## src/hdl/phy_ctrl_pkg.sv

```systemverilog
// Constants, register map and field layout for the PHY sleep/wake and basic control register bank.
// Assumes a 250 MHz device clock and an Avalon-MM host with byte addresses.
package phy_ctrl_pkg;

    // Bus geometry; byte address is four times the register index.
    localparam int ADDR_W = 10;
    localparam int DATA_W = 32;
    localparam int REG_W = 16;

    // Register indices.
    localparam logic [7:0] IDX_POWER_MGMT = 8'hd4;
    localparam logic [7:0] IDX_SLEEP_WAKE = 8'hd6;
    localparam logic [7:0] IDX_PHY_RESET = 8'hd8;
    localparam logic [7:0] IDX_BASIC_CTRL = 8'he4;
    localparam logic [7:0] IDX_PORT_CTRL_ALIAS = 8'hf8;
    localparam logic [7:0] IDX_PORT_STATUS_ALIAS = 8'hfa;

    // Sleep/wake timing fields and reset values.
    localparam int WAKE_LSB = 8;
    localparam int SLEEP_LSB = 0;
    localparam logic [7:0] WAKE_RST = 8'h08;
    localparam logic [7:0] SLEEP_RST = 8'h0c;

    // Power management fields.
    localparam int PM_MODE_LSB = 0;
    localparam int PM_AUTO_WAKE = 7;
    localparam logic [1:0] PM_MODE_RST = 2'h0;
    localparam logic [1:0] PM_ENERGY_DETECT = 2'h1;

    // PHY reset bit.
    localparam int PR_RESET = 0;

    // Basic control bit positions, storage mask and reset value.
    localparam int BC_LOOPBACK = 14;
    localparam int BC_FORCE_100 = 13;
    localparam int BC_AUTONEG_EN = 12;
    localparam int BC_AUTONEG_RESTART = 9;
    localparam int BC_FULL_DUPLEX = 8;
    localparam int BC_XOVER_ALG = 5;
    localparam int BC_FORCE_MDIX = 4;
    localparam int BC_MDIX_OFF = 3;
    localparam int BC_TX_OFF = 1;
    localparam int BC_LED_OFF = 0;
    localparam logic [15:0] BC_MASK = 16'h733b;
    localparam logic [15:0] BC_RST = 16'h3120;

    // Alias positions in the port control view.
    localparam int PC_FORCE_100 = 6;
    localparam int PC_AUTONEG_EN = 7;
    localparam int PC_AUTONEG_RESTART = 13;
    localparam int PC_FULL_DUPLEX = 5;
    localparam int PC_FORCE_MDIX = 9;
    localparam int PC_MDIX_OFF = 10;
    localparam int PC_TX_OFF = 14;
    localparam int PC_LED_OFF = 15;

    // Alias position in the port status view.
    localparam int PS_XOVER_ALG = 15;

    // Timing units as printed and derived cycle counts at the clock rate.
    localparam int CLK_MHZ = 250;
    localparam int WAKE_UNIT_MS = 16;
    localparam int SLEEP_UNIT_S = 1;
    localparam int WAKE_UNIT_CYC = WAKE_UNIT_MS * CLK_MHZ * 1000;
    localparam int SLEEP_UNIT_CYC = SLEEP_UNIT_S * CLK_MHZ * 1000000;

    // Power state, one-hot.
    typedef enum logic [1:0]
    {
        ST_NORMAL = 2'h1,
        ST_LOW_POWER = 2'h2
    } power_state_t;

endpackage : phy_ctrl_pkg

```

## src/hdl/phy_sleep_wake_and_basic_control.sv

```systemverilog
// Register bank for PHY power timing, PHY reset and the basic port control register with its aliases.
// Assumes an Avalon-MM master that holds each request until waitrequest is sampled low.
//
// Our own choice: the Avalon-MM slave port.
`timescale 1ns/1ps

module phy_sleep_wake_and_basic_control
    import phy_ctrl_pkg::*;
#(
    parameter int unsigned WAKE_UNIT_CYCLES = WAKE_UNIT_CYC,
    parameter int unsigned SLEEP_UNIT_CYCLES = SLEEP_UNIT_CYC
)
(
    input wire logic i_clk,
    input wire logic i_rstn,
    input wire logic [ADDR_W-1:0] i_address,
    input wire logic i_read,
    input wire logic i_write,
    input wire logic [DATA_W-1:0] i_writedata,
    input wire logic [3:0] i_byteenable,
    output logic [DATA_W-1:0] o_readdata,
    output logic o_waitrequest,
    input wire logic i_energy_detected,
    output logic o_low_power,
    output logic o_phy_reset,
    output logic o_host_loopback,
    output logic o_force_100,
    output logic o_autoneg_en,
    output logic o_autoneg_restart,
    output logic o_full_duplex,
    output logic o_crossover_algorithm_select,
    output logic o_force_mdix,
    output logic o_mdix_off,
    output logic o_tx_off,
    output logic o_led_off
);

    // Matches a byte address against a register index.
    function automatic logic hit(input logic [ADDR_W-1:0] addr, input logic [7:0] idx);
        hit = (addr == {idx, 2'h0});
    endfunction : hit

    // Replaces the bytes of a 16-bit register selected by the low byte enables.
    function automatic logic [REG_W-1:0] merge16(input logic [REG_W-1:0] old_v,
                                                 input logic [REG_W-1:0] new_v,
                                                 input logic [1:0] be);
        merge16 = {be[1] ? new_v[15:8] : old_v[15:8], be[0] ? new_v[7:0] : old_v[7:0]};
    endfunction : merge16

    logic ack_q; // High in the one cycle in which the pending request is answered.
    logic req; // A read or write is being presented.
    logic wr_fire; // Write takes effect at this edge.
    logic rd_fire; // Read completes at this edge.
    logic [DATA_W-1:0] readdata_q; // Read data held for the master.
    logic [REG_W-1:0] rd_mux; // Selected register view.
    logic [7:0] wake_time_q; // Wake-up period in 16 ms units.
    logic [7:0] sleep_time_q; // Go-sleep period in 1 s units.
    logic [1:0] pm_mode_q; // Power management mode.
    logic auto_wake_q; // Automatic wake-up enable.
    logic [REG_W-1:0] bc_q; // Shared basic control storage.
    logic [REG_W-1:0] bc_d; // Next value of the basic control storage.
    logic [REG_W-1:0] pc_view; // Basic control bits seen in port control layout.
    logic [REG_W-1:0] ps_view; // Basic control bits seen in port status layout.
    logic [REG_W-1:0] wdata16; // Low half of the write data.
    logic phy_reset_q; // One-cycle PHY reset pulse.
    power_state_t state_q; // Current power state.
    logic [31:0] prescale_q; // Cycles within the current time unit.
    logic [7:0] units_q; // Whole units elapsed with the condition held.
    logic [31:0] unit_cyc; // Cycles per unit for the current state.
    logic [7:0] target; // Units required for the current state.
    logic cond; // Energy condition tracked in the current state.
    logic armed; // Timing is active for the current state.
    logic go; // Period has elapsed: change state.

    assign req = i_read | i_write;
    assign o_waitrequest = req & ~ack_q;
    assign wr_fire = i_write & ack_q;
    assign rd_fire = i_read & ack_q;
    assign wdata16 = i_writedata[REG_W-1:0];
    assign o_readdata = readdata_q;

    // Answers every request one cycle after it appears, then drops the answer.
    always_ff @(posedge i_clk or negedge i_rstn)
    begin
        if (!i_rstn)
            ack_q <= 1'b0;
        else
            ack_q <= req & ~ack_q;
    end

    // Alias views share the basic control flops.
    always_comb
    begin
        pc_view = '0;
        pc_view[PC_FORCE_100] = bc_q[BC_FORCE_100];
        pc_view[PC_AUTONEG_EN] = bc_q[BC_AUTONEG_EN];
        pc_view[PC_AUTONEG_RESTART] = bc_q[BC_AUTONEG_RESTART];
        pc_view[PC_FULL_DUPLEX] = bc_q[BC_FULL_DUPLEX];
        pc_view[PC_FORCE_MDIX] = bc_q[BC_FORCE_MDIX];
        pc_view[PC_MDIX_OFF] = bc_q[BC_MDIX_OFF];
        pc_view[PC_TX_OFF] = bc_q[BC_TX_OFF];
        pc_view[PC_LED_OFF] = bc_q[BC_LED_OFF];
        ps_view = '0;
        ps_view[PS_XOVER_ALG] = bc_q[BC_XOVER_ALG];
    end

    // Selects the register view for a read; unmapped addresses and the reset register read zero.
    always_comb
    begin
        rd_mux = '0;
        if (hit(i_address, IDX_SLEEP_WAKE))
            rd_mux = {wake_time_q, sleep_time_q};
        else if (hit(i_address, IDX_POWER_MGMT))
        begin
            rd_mux[PM_AUTO_WAKE] = auto_wake_q;
            rd_mux[PM_MODE_LSB +: 2] = pm_mode_q;
        end
        else if (hit(i_address, IDX_BASIC_CTRL))
            rd_mux = bc_q;
        else if (hit(i_address, IDX_PORT_CTRL_ALIAS))
            rd_mux = pc_view;
        else if (hit(i_address, IDX_PORT_STATUS_ALIAS))
            rd_mux = ps_view;
        else
            rd_mux = '0; // The reset bit is write-only and reads as zero.
    end

    // Captures read data in the cycle before it is presented.
    always_ff @(posedge i_clk or negedge i_rstn)
    begin
        if (!i_rstn)
            readdata_q <= '0;
        else if (i_read & ~ack_q)
            readdata_q <= {{(DATA_W-REG_W){1'b0}}, rd_mux};
    end

    // Sleep/wake timing register; zero counts are the host's to avoid.
    always_ff @(posedge i_clk or negedge i_rstn)
    begin
        if (!i_rstn)
        begin
            wake_time_q <= WAKE_RST;
            sleep_time_q <= SLEEP_RST;
        end
        else if (wr_fire && hit(i_address, IDX_SLEEP_WAKE))
        begin
            if (i_byteenable[1])
                wake_time_q <= wdata16[WAKE_LSB +: 8];
            if (i_byteenable[0])
                sleep_time_q <= wdata16[SLEEP_LSB +: 8];
        end
    end

    // Power management mode and automatic wake enable.
    always_ff @(posedge i_clk or negedge i_rstn)
    begin
        if (!i_rstn)
        begin
            pm_mode_q <= PM_MODE_RST;
            auto_wake_q <= 1'b0;
        end
        else if (wr_fire && hit(i_address, IDX_POWER_MGMT) && i_byteenable[0])
        begin
            pm_mode_q <= wdata16[PM_MODE_LSB +: 2];
            auto_wake_q <= wdata16[PM_AUTO_WAKE];
        end
    end

    // PHY reset pulse: one cycle per write of one, never stored.
    always_ff @(posedge i_clk or negedge i_rstn)
    begin
        if (!i_rstn)
            phy_reset_q <= 1'b0;
        else
            phy_reset_q <= wr_fire & hit(i_address, IDX_PHY_RESET) & i_byteenable[0]
                           & wdata16[PR_RESET];
    end
    assign o_phy_reset = phy_reset_q;

    // Next basic control value from a direct write or from either alias.
    always_comb
    begin
        logic [REG_W-1:0] m;
        m = '0;
        bc_d = bc_q;
        if (wr_fire && hit(i_address, IDX_BASIC_CTRL))
            bc_d = merge16(bc_q, wdata16, i_byteenable[1:0]) & BC_MASK;
        else if (wr_fire && hit(i_address, IDX_PORT_CTRL_ALIAS))
        begin
            m = merge16(pc_view, wdata16, i_byteenable[1:0]);
            bc_d[BC_FORCE_100] = m[PC_FORCE_100];
            bc_d[BC_AUTONEG_EN] = m[PC_AUTONEG_EN];
            bc_d[BC_AUTONEG_RESTART] = m[PC_AUTONEG_RESTART];
            bc_d[BC_FULL_DUPLEX] = m[PC_FULL_DUPLEX];
            bc_d[BC_FORCE_MDIX] = m[PC_FORCE_MDIX];
            bc_d[BC_MDIX_OFF] = m[PC_MDIX_OFF];
            bc_d[BC_TX_OFF] = m[PC_TX_OFF];
            bc_d[BC_LED_OFF] = m[PC_LED_OFF];
        end
        else if (wr_fire && hit(i_address, IDX_PORT_STATUS_ALIAS))
        begin
            m = merge16(ps_view, wdata16, i_byteenable[1:0]);
            bc_d[BC_XOVER_ALG] = m[PS_XOVER_ALG];
        end
    end

    // Basic control storage.
    always_ff @(posedge i_clk or negedge i_rstn)
    begin
        if (!i_rstn)
            bc_q <= BC_RST;
        else
            bc_q <= bc_d;
    end

    // Control outputs straight from the storage flops.
    assign o_host_loopback = bc_q[BC_LOOPBACK];
    assign o_force_100 = bc_q[BC_FORCE_100];
    assign o_autoneg_en = bc_q[BC_AUTONEG_EN];
    assign o_autoneg_restart = bc_q[BC_AUTONEG_RESTART];
    assign o_full_duplex = bc_q[BC_FULL_DUPLEX];
    assign o_crossover_algorithm_select = bc_q[BC_XOVER_ALG];
    assign o_force_mdix = bc_q[BC_FORCE_MDIX];
    assign o_mdix_off = bc_q[BC_MDIX_OFF];
    assign o_tx_off = bc_q[BC_TX_OFF];
    assign o_led_off = bc_q[BC_LED_OFF];

    // Chooses what is being timed in the present state.
    always_comb
    begin
        if (state_q == ST_LOW_POWER)
        begin
            cond = i_energy_detected;
            unit_cyc = WAKE_UNIT_CYCLES;
            target = wake_time_q;
            armed = (pm_mode_q == PM_ENERGY_DETECT) & auto_wake_q;
        end
        else
        begin
            cond = ~i_energy_detected;
            unit_cyc = SLEEP_UNIT_CYCLES;
            target = sleep_time_q;
            armed = (pm_mode_q == PM_ENERGY_DETECT);
        end
        go = armed & cond & (units_q >= target);
    end

    // Counts whole units while the condition holds; any break starts over.
    always_ff @(posedge i_clk or negedge i_rstn)
    begin
        if (!i_rstn)
        begin
            prescale_q <= '0;
            units_q <= '0;
        end
        else if (!armed || !cond || go || rd_fire || wr_fire)
        begin
            prescale_q <= '0;
            units_q <= '0;
        end
        else if (prescale_q == unit_cyc - 32'h0000_0001)
        begin
            prescale_q <= '0;
            if (units_q != 8'hff)
                units_q <= units_q + 8'h01;
        end
        else
            prescale_q <= prescale_q + 32'h0000_0001;
    end

    // Power state; a host access also wakes the device from low power.
    always_ff @(posedge i_clk or negedge i_rstn)
    begin
        if (!i_rstn)
            state_q <= ST_NORMAL;
        else
        begin
            case (state_q)
                ST_NORMAL:
                    if (go)
                        state_q <= ST_LOW_POWER;
                ST_LOW_POWER:
                    if (pm_mode_q != PM_ENERGY_DETECT || rd_fire || wr_fire || go)
                        state_q <= ST_NORMAL;
                default:
                    state_q <= ST_NORMAL;
            endcase
        end
    end
    assign o_low_power = (state_q == ST_LOW_POWER);

endmodule : phy_sleep_wake_and_basic_control

```

## config.mk

```make
export PLATFORM = sky130hd
export DESIGN_NAME = phy_sleep_wake_and_basic_control
export DESIGN_NICKNAME = d
export VERILOG_FILES = /design/src/hdl/phy_ctrl_pkg.sv /design/src/hdl/phy_sleep_wake_and_basic_control.sv
export SDC_FILE = /design/constraint.sdc
export NUM_CORES = 1
export LEC_CHECK = 0
export BUFFER_PORTS_ARGS = -buffer_cell sky130_fd_sc_hd__buf_2
export CELL_PAD_IN_SITES_DETAIL_PLACEMENT = 2
export CELL_PAD_IN_SITES_GLOBAL_PLACEMENT = 2
export CORE_ASPECT_RATIO = 1.25
export CORE_MARGIN = 1.5
export CORE_UTILIZATION = 34
export CTS_BUF_LIST = sky130_fd_sc_hd__clkbuf_8 sky130_fd_sc_hd__clkbuf_16
export DETAILED_ROUTE_END_ITERATION = 16
export PLACE_DENSITY_LB_ADDON = 0.1
export SLEW_MARGIN = 30
export SYNTH_ARGS = -nofsm -noshare
export SYNTH_HDL_FRONTEND = slang
export SYNTH_SLANG_ARGS = --single-unit
```

## constraint.sdc

```tcl
create_clock -name i_clk -period 3.6 [get_ports i_clk]
set_input_delay 0.72 -clock i_clk [delete_from_list [all_inputs] [get_ports i_clk]]
set_output_delay 0.72 -clock i_clk [all_outputs]
set_load 0.03 [all_outputs]
```

==> results of run 1 <==
## per-layer routing
metal / global-route usage, % / vias to the layer above / wire length, um
met5: 0 / - / 0
met4: 6.14 / 0 / 127
met3: 3.43 / 10 / 484
met2: 32.8 / 83 / 6750
met1: 27.4 / 1961 / 6240
li1: - / 1778 / -
## state kept, by name, indices dropped and copies added, names as in the netlist
signal / cells
prescale_q: 32
o_readdata: 16
bc_q: 10
sleep_time_q: 8
units_q: 8
wake_time_q: 8
pm_mode_q: 2
state_q: 2
ack_q: 1
auto_wake_q: 1
o_phy_reset: 1
## cell families after synthesis
kind of cell	share of synthesized area, %
buffers and inverters	5.04
adder cells (fa/ha/maj)	2.66
multiplexers	7.17
AO/OA/AOI/OAI	8.34
flip-flops	47.5
AND/OR/NAND/NOR	23.3
other	0.0796
XOR/XNOR	5.95
## cell usage in the layout, fill, tap and decap left out, types with 5 or more instances in the layout
cell       Yosys  routed
dfrtp_1       81      81
buf_2          1      60
nor2_1        55      55
nand2_1       49      49
nand3_1       34      34
o21ai_0       26      26
mux2_2        22      22
xor2_1        22      22
conb_1         1      16
nand4_1       10      10
xnor2_1       10      10
ha_1          10      10
mux2i_1        9       9
a21oi_1        9       9
clkbuf_16      0       9
dfstp_2        8       8
buf_4         19       8
a22oi_1        7       7
a31oi_1        7       7
inv_1          5       6
nor3_1         5       5
and3_1         5       5
a222oi_1       5       5
## stage by stage
| step | cells | utilization [%] | hold WS [ps] |
|---|---|---|---|
| after floorplan | 489 | - | 424 |
| after global placement | 695 | 38.5 | 464 |
| after detailed placement | 695 | 38.5 | 466 |
| after CTS | 711 | 40.9 | 482 |
| after global routing | 711 | 41.0 | 500 |
| final | 711 | 41.0 | 450 |
## final timing paths
check | start | to | cells after the start
min in group i_clk | o_readdata[6]$_DFFE_PN0P_ | o_readdata[6]$_DFFE_PN0P_ | 2
max in group asynchronous | i_rstn | bc_q[13]$_DFFE_PN1P_ | 2
max reg2reg | state_q[1]$_DFFE_PN0P_ | prescale_q[24]$_DFF_PN0_ | 11
min reg2reg | o_readdata[6]$_DFFE_PN0P_ | o_readdata[6]$_DFFE_PN0P_ | 2
max | state_q[1]$_DFFE_PN0P_ | prescale_q[24]$_DFF_PN0_ | 11
min | i_rstn | prescale_q[30]$_DFF_PN0_ | 1
## power by group through the flow
stage | Combinational [mW] | Sequential [mW] | Clock [mW]
finish | 0.135 | 1.02 | 1.02
global route | 0.148 | 1.02 | 1.10
CTS | 0.137 | 1.02 | 1.06
detailed placement | 0.136 | 1.03 | 0
global placement | 0.135 | 1.03 | 0
floorplan | 0.0693 | 1.04 | 0
## cell type report
type | count | area (um2)
Clock buffer | 10 | 239
Fill cell | 1470 | 7920
Sequential cell | 89 | 2240
Clock inverter | 6 | 82.6
Tap cell | 171 | 214
Multi-Input combinational cell | 360 | 2300
Timing Repair Buffer | 70 | 400
Inverter | 5 | 18.8
## worst register-to-register path, stage by stage, from the launching register on
cell and delay, ps:
dfrtp_1 350, nor2b_1 730, buf_4 280, mux2i_1 230, ha_1 270, a21oi_1 120, o21ai_0 100, a21oi_1 220
and3_1 240, nand2_1 200, buf_12 240, nor2_1 120
==> key figures, run 1 <==
Worst setup path
  • CP Launch Type: flip-flop
  • Worst path buffer plus inverter count: 2
  • Slowest CP cell: nor2b_1
  • Most common cell type on the critical path: a21oi_1
  • Critical Path RT: 3870 ps
  • Critical Path, Cell by Cell: nor2b_1 -> buf_4 -> mux2i_1 -> ha_1 -> a21oi_1 -> o21ai_0 -> a21oi_1 -> and3_1 -> nand2_1 -> buf_12 -> nor2_1
  • CP arrival: 3440 ps
  • Setup CP Type: flip-flop to flip-flop
  • Reg2Reg Setup Slack: 430 ps
  • CP top delay family: simple AND/OR/NAND/NOR gates
  • Crit. End Element: flip-flop
  • CP max stage delay: 730 ps
  • Critical-path maximum fanout: 26

Floorplan
  • Row Count: 47
  • Starting Density: 35.1%
  • I/O pin count: 96
  • Die height: 135 um
  • Width of the die: 108 um
  • Core area: 0.0134 mm2
  • DIE AREA: 0.0146 mm2

Timing
  • Max Fclk: 315 MHz
  • Total negative slack: 0 ps
  • Final worst path period need: 3170 ps
  • Max-slew headroom: 39.3%
  • Layout Skew: 11.0 ps
  • Slew Limit Fails: 0
  • Worst-margin pin slew: 908 ps
  • Unrepaired setup endpoints after global routing: no
  • Fin crit share: 88.1%
  • Final setup fails: 0
  • Fin worst setup slack: 428 ps
  • Final Hold Viols: 0

Finish
  • Nets@finish: 596
  • Area delta synth->final: 16.5%
  • Diode count: 0
  • Final Instance Area: 0.00549 mm2
  • Share of cells above drive strength 1: 25.4%

Global route
  • Vias in the first global route: 4189
  • Largest net degree at the start of global routing: 58
  • Initial antenna violation count: 0
  • First-pass GRT wire length: 22700 um
  • Total track usage: 20.2%
  • Total grt overflow: 0

Worst hold path
  • Hold Path Class: input pin to asynchronous set/reset pin

Run
  • Max_cap viols: 0

Routing
  • Routed len/inst: 19.1 um
  • Antenna-violating nets left: 0
  • 1st-iter DRT viols: 116
  • DR vias/cell: 5.39
  • Drt drc: 0
  • Initial DRT Pass Iterations: 4
  • Via Count: 3832
  • Post-Route WL: 13600 um

Clocking
  • H-tree depth: 3
  • Root Driver: clkbuf_16
  • # resized after CTS: 0
  • CTS Sinks: 89
  • TritonCTS clock tree: yes
  • Worst skew pair latency: 340 ps
  • CTS Buffer Depth: 2
  • Total CTS buffers: 9
  • Hold_buf cts: 0
  • Register clock-pin slew on the reported worst setup and hold paths: 60 ps
  • Post-CTS Setup Bufs: 0

Place
  • Area after DPL: 0.00516 mm2
  • IO Port Bufs: 61
  • Routability cong.: 0.811
  • Post-DP HPWL: 10200 um
  • Pre-CTS setup slack: 315 ps

Power
  • Comb pwr share: 6.2%
  • P per Cell Area: 395 mW/mm2
  • Clock Power Share: 47.0%
  • Post-layout power: 2.17 mW
  • Int Power: 1.67 mW
  • Sw frac: 23.2%
  • Sequential power share: 46.8%
  • Leak: 2.40 nW
  • NetSw: 504 uW
  • Peak supply drop: 180 uV

Logic synthesis
  • Most numerous cell in the Yosys netlist: dfrtp_1
  • Syn Inst Count: 474
  • Async set-reset flop share out of synthesis: 100%
  • Dominant synthesized flop cell: dfrtp_1
  • Ys Warns: 0
  • Post-synthesis sequential area ratio: 47.5%
  • Post-synth EDFFs: 0
  • Top cell type's share of synthesized area: 43.0%
  • Post-Syn Area: 0.00471 mm2
  • Avg Inst Size Synth: 9.94 um2
  • Number of synthesized register bits: 89
  • Area leader, netlist: dfrtp_1
  • Commonest cells post-synth: 81 x dfrtp_1, 55 x nor2_1, 49 x nand2_1
  • Main area contributors after synthesis: dfrtp_1 43%, mux2_2 5.3%, dfstp_2 4.5%
  • Yosys cell types: 59

Status
  • Run status: finished, final reports clean
(Power assumes the default switching activity.)
==> run 2, diff against run 1 <==
--- a/config.mk
+++ b/config.mk
@@ -11,7 +11,7 @@
 export CORE_ASPECT_RATIO = 1.25
 export CORE_MARGIN = 1.5
 export CORE_UTILIZATION = 34
-export CTS_BUF_LIST = sky130_fd_sc_hd__clkbuf_8 sky130_fd_sc_hd__clkbuf_16
+export CTS_CLUSTER_DIAMETER = 200
 export DETAILED_ROUTE_END_ITERATION = 16
 export PLACE_DENSITY_LB_ADDON = 0.1
 export SLEW_MARGIN = 30
==> run 2 against run 1 <==
Hold slack hardly changed; combinational power hardly changed; clock power hardly changed; largest cell class unchanged; highest routed layer unchanged; setup slack hardly changed; largest power group unchanged; utilization stayed put.
==> key figures, run 2 (synthesis gave the netlist of run 1 again) <==
Timing
  • Final setup fails: 0
  • Unrepaired setup endpoints after global routing: no
  • Max-slew headroom: 39.3%
  • Layout Skew: 11.0 ps
  • Hold_ws: 450 ps
  • Slew Limit Fails: 0
  • Fin crit share: 88.1%
  • Max Fclk: 315 MHz
  • Final Hold Viols: 0
  • Total negative slack: 0 ps
  • Final worst path period need: 3170 ps
  • Worst-margin pin slew: 908 ps

Global route
  • Total track usage: 20.2%
  • Largest net degree at the start of global routing: 58
  • Vias in the first global route: 4189
  • Total grt overflow: 0
  • Initial antenna violation count: 0
  • First-pass GRT wire length: 22700 um

Clocking
  • # resized after CTS: 0
  • Root Driver: clkbuf_16
  • Hold_buf cts: 0
  • Worst skew pair latency: 340 ps
  • Post-CTS Setup Bufs: 0
  • TritonCTS clock tree: yes
  • CTS Sinks: 89
  • CTS Buffer Depth: 2
  • H-tree depth: 3
  • Register clock-pin slew on the reported worst setup and hold paths: 60 ps
  • Total CTS buffers: 9

Power
  • Peak supply drop: 180 uV
  • P per Cell Area: 396 mW/mm2
  • Leak: 2.39 nW

Floorplan
  • DIE AREA: 0.0146 mm2
  • Row Count: 47
  • I/O pin count: 96
  • Width of the die: 108 um
  • Starting Density: 35.1%
  • Die height: 135 um
  • Core area: 0.0134 mm2

Worst setup path
  • CP max stage delay: 730 ps
  • Critical Path, Cell by Cell: nor2b_1 -> buf_4 -> mux2i_1 -> ha_1 -> a21oi_1 -> o21ai_0 -> a21oi_1 -> and3_1 -> nand2_1 -> buf_12 -> nor2_1
  • Crit. End Element: flip-flop
  • Stages on worst setup path: 11
  • Most common cell type on the critical path: a21oi_1
  • CP arrival: 3440 ps
  • Setup CP Type: flip-flop to flip-flop
  • Slowest CP cell: nor2b_1
  • Critical-path maximum fanout: 26
  • CP Launch Type: flip-flop
  • Critical Path RT: 3870 ps
  • R2R depth: 11
  • Worst path buffer plus inverter count: 2
  • CP top delay family: simple AND/OR/NAND/NOR gates

Place
  • Routability cong.: 0.811
  • IO Port Bufs: 61
  • Post-DP HPWL: 10200 um

Routing
  • Post-Route WL: 13600 um
  • Drt drc: 0
  • 1st-iter DRT viols: 125
  • Antenna-violating nets left: 0
  • Initial DRT Pass Iterations: 4
  • Via Count: 3828
  • DR vias/cell: 5.38
  • Routed len/inst: 19.1 um

Status
  • Run status: finished, final reports clean

Finish
  • Final core utilization: 41.0%
  • Area delta synth->final: 16.5%
  • Nets@finish: 596
  • Diode count: 0
  • Most frequent cells in the layout: 81 x dfrtp_1, 60 x buf_2, 55 x nor2_1, 49 x nand2_1, 34 x nand3_1
  • Share of cells above drive strength 1: 25.4%
  • Reg with most FFs: prescale_q
  • Max reg flops: 32
  • Commonest non-fill, non-tap cell in the layout: dfrtp_1

Worst hold path
  • Hold Path Class: input pin to asynchronous set/reset pin

Run
  • Max_cap viols: 0
[run 2: metrics by stage]
step,total power [mW],setup WS [ps],cells,instance area [um2]
2_1_floorplan,1.11,761,489,4770
3_3_place_gp,1.17,431,695,5160
3_5_place_dp,1.17,315,695,5160
4_1_cts,2.22,314,711,5490
5_1_grt,2.27,158,711,5490
6_report,2.17,428,711,5490
[run 2: routing by layer]
layer,vias up,share of wire (%),GRT usage [%]
met5,-,0,0
met4,0,0.93,6.14
met3,10,3.4,3.43
met2,80,50,32.8
met1,1959,46,27.4
li1,1779,-,-
[run 2: where the power goes]
part           internal [mW]  leakage, nW  switching, mW  total, mW
sequential              1.01         1.21        0.00797       1.02
combinational         0.0338         1.02          0.101      0.135
clock                  0.626        0.159          0.395       1.02
[run 2: path summary, 6_finish.rpt]
kind	slack, ps	startpoint	to
max	430	state_q[1]$_DFFE_PN0P_	prescale_q[24]$_DFF_PN0_
min	450	i_rstn	prescale_q[30]$_DFF_PN0_
max reg2reg	430	state_q[1]$_DFFE_PN0P_	prescale_q[24]$_DFF_PN0_
min reg2reg	470	o_readdata[6]$_DFFE_PN0P_	o_readdata[6]$_DFFE_PN0P_
max in group asynchronous	2390	i_rstn	bc_q[13]$_DFFE_PN1P_
min in group i_clk	470	o_readdata[6]$_DFFE_PN0P_	o_readdata[6]$_DFFE_PN0P_
[run 2: area by class of cell]
type                            instances  area (um2)
Inverter                                5        18.8
Sequential cell                        89        2240
Clock inverter                          5        78.8
Timing Repair Buffer                   70         400
Fill cell                            1470        7920
Tap cell                              171         214
Clock buffer                           11         243
Multi-Input combinational cell        360        2300
==> run 3, diff against run 2 <==
--- a/config.mk
+++ b/config.mk
@@ -13,7 +13,7 @@
 export CORE_UTILIZATION = 34
 export CTS_CLUSTER_DIAMETER = 200
 export DETAILED_ROUTE_END_ITERATION = 16
-export PLACE_DENSITY_LB_ADDON = 0.1
+export PLACE_DENSITY = 0.86
 export SLEW_MARGIN = 30
 export SYNTH_ARGS = -nofsm -noshare
 export SYNTH_HDL_FRONTEND = slang
==> run 3 against run 2 <==
Total power fell by 5.3%; hold slack lost 60 ps; non-clock buffer count shrank 2; global-route usage increased by 0.45 points; cell count shrank 0.28%; clock power shrank 11%; count of clock-buffer cells in the layout decreased by 2; wire length rose by 2.1%; via count rose by 1.7%; final area is 1.6% lower; critical endpoint is now prescale_q[22]$_DFF_PN0_; largest cell class unchanged.
==> key figures, run 3 (synthesis gave the netlist of run 1 again) <==
Status
  • Run status: finished, final reports clean

Clocking
  • Register clock-pin slew on the reported worst setup and hold paths: 70 ps
  • Total CTS buffers: 9
  • CTS Sinks: 89
  • TritonCTS clock tree: yes
  • CTS Buffer Depth: 2
  • Root Driver: clkbuf_16
  • # resized after CTS: 0
  • Worst skew pair latency: 360 ps
  • H-tree depth: 3
  • Post-CTS Setup Bufs: 0
  • Hold_buf cts: 0

Timing
  • Slew Limit Fails: 0
  • Fin crit share: 80.7%
  • Max-slew headroom: 34.2%
  • Hold_ws: 390 ps
  • Fin worst setup slack: 694 ps
  • Final worst path period need: 2910 ps
  • Unrepaired setup endpoints after global routing: no
  • Max Fclk: 344 MHz
  • Worst-margin pin slew: 978 ps
  • Final Hold Viols: 0
  • Final setup fails: 0
  • Layout Skew: 8.66 ps
  • Total negative slack: 0 ps

Floorplan
  • I/O pin count: 96
  • Core area: 0.0134 mm2
  • Width of the die: 108 um
  • Starting Density: 35.1%
  • Die height: 135 um
  • DIE AREA: 0.0146 mm2
  • Row Count: 47

Global route
  • Total grt overflow: 0
  • Vias in the first global route: 4362
  • Initial antenna violation count: 0
  • Total track usage: 20.6%
  • Largest net degree at the start of global routing: 49
  • First-pass GRT wire length: 22900 um

Routing
  • Via Count: 3892
  • DR vias/cell: 5.49
  • 1st-iter DRT viols: 147
  • Routed len/inst: 19.6 um
  • Post-Route WL: 13900 um
  • Antenna-violating nets left: 0
  • Drt drc: 0
  • Initial DRT Pass Iterations: 4

Place
  • Area after DPL: 0.00512 mm2
  • IO Port Bufs: 61
  • Post-DP HPWL: 10300 um
  • Pre-CTS setup slack: 344 ps
  • Placed cell count: 693
  • Routability cong.: 0.854

Worst setup path
  • Reg2reg end: prescale_q[22]$_DFF_PN0_
  • Setup CP Type: flip-flop to flip-flop
  • Critical Path RT: 3880 ps
  • CP arrival: 3180 ps
  • Reg2Reg Setup Slack: 690 ps
  • CP Launch Type: flip-flop
  • RR Startpoint: state_q[0]$_DFFE_PN1P_
  • Crit. End Element: flip-flop
  • Critical-path maximum fanout: 31
  • R2R depth: 10

Finish
  • Most frequent cells in the layout: 81 x dfrtp_1, 60 x buf_2, 55 x nor2_1, 49 x nand2_1, 34 x nand3_1
  • Nets@finish: 594
  • Final Non-Filler Cells: 709
  • Area delta synth->final: 14.7%
  • Reg with most FFs: prescale_q
  • Share of cells above drive strength 1: 25.3%
  • Diode count: 0
  • Max reg flops: 32
  • Commonest non-fill, non-tap cell in the layout: dfrtp_1
  • Final Instance Area: 0.00540 mm2

Run
  • Max_cap viols: 0

Power
  • P per Cell Area: 381 mW/mm2
  • Leak: 2.33 nW
  • Peak supply drop: 256 uV

Worst hold path
  • Hold Path Class: input pin to asynchronous set/reset pin
[run 3: cell count changes in the layout (fill, tap and decap cells not counted), sizes merged]
cell,previous run,this run
buf,70,68
bufinv,2,0
inv,5,7
clkinvlp,0,4
clkinv,3,1
clkbuf,11,9
[run 3: report_power, final]
part | leakage [nW] | internal, mW | total, mW | switching (mW)
registers | 1.21 | 1.01 | 1.02 | 0.00994
logic | 1.00 | 0.0330 | 0.135 | 0.102
clock network | 0.124 | 0.471 | 0.905 | 0.434
total | 2.33 | 1.51 | 2.06 | 0.546
[run 3: worst max-delay path by stage]
| stage | to | from |
|---|---|---|
| after floorplan | state_q[1]$_DFFE_PN0P_ | state_q[0]$_DFFE_PN1P_ |
| after global placement | prescale_q[19]$_DFF_PN0_ | state_q[1]$_DFFE_PN0P_ |
| after detailed placement | prescale_q[22]$_DFF_PN0_ | state_q[0]$_DFFE_PN1P_ |
| after CTS | prescale_q[22]$_DFF_PN0_ | state_q[0]$_DFFE_PN1P_ |
| after global routing | prescale_q[22]$_DFF_PN0_ | state_q[1]$_DFFE_PN0P_ |
| final | prescale_q[22]$_DFF_PN0_ | state_q[0]$_DFFE_PN1P_ |
[run 3: layout make-up]
class | count | area, um2
Fill cell | 1458 | 8000
Multi-Input combinational cell | 360 | 2300
Sequential cell | 89 | 2240
Timing Repair Buffer | 68 | 360
Clock buffer | 9 | 225
Tap cell | 171 | 214
Clock inverter | 7 | 52.6
Inverter | 5 | 18.8
[run 3: through the flow]
| step | power, mW | utilization (%) |
|---|---|---|
| after floorplan | 1.11 | - |
| after global routing | 2.12 | 40.3 |
| after CTS | 2.08 | 40.3 |
| final | 2.06 | 40.3 |
| after global placement | 1.17 | 38.2 |
| after detailed placement | 1.17 | 38.2 |
[run 3: layer usage]
layer | global-route usage (%) | part of all wire [%] | vias up
met3 | 4.44 | 3.8 | 19
met4 | 7.68 | 1.9 | 0
li1 | - | - | 1770
met5 | 0 | 0 | -
met2 | 37.1 | 54 | 86
met1 | 23.7 | 41 | 2017
[run 3: worst max-delay path: stages (launching register included)]
cell and delay (ps):
dfstp_2 380, nor2b_2 510, mux2i_1 300, ha_1 280
a211oi_1 250, o21ai_0 120, a21oi_1 270, and3_1 240
nand2_1 70, buf_4 240, nor2_1 170
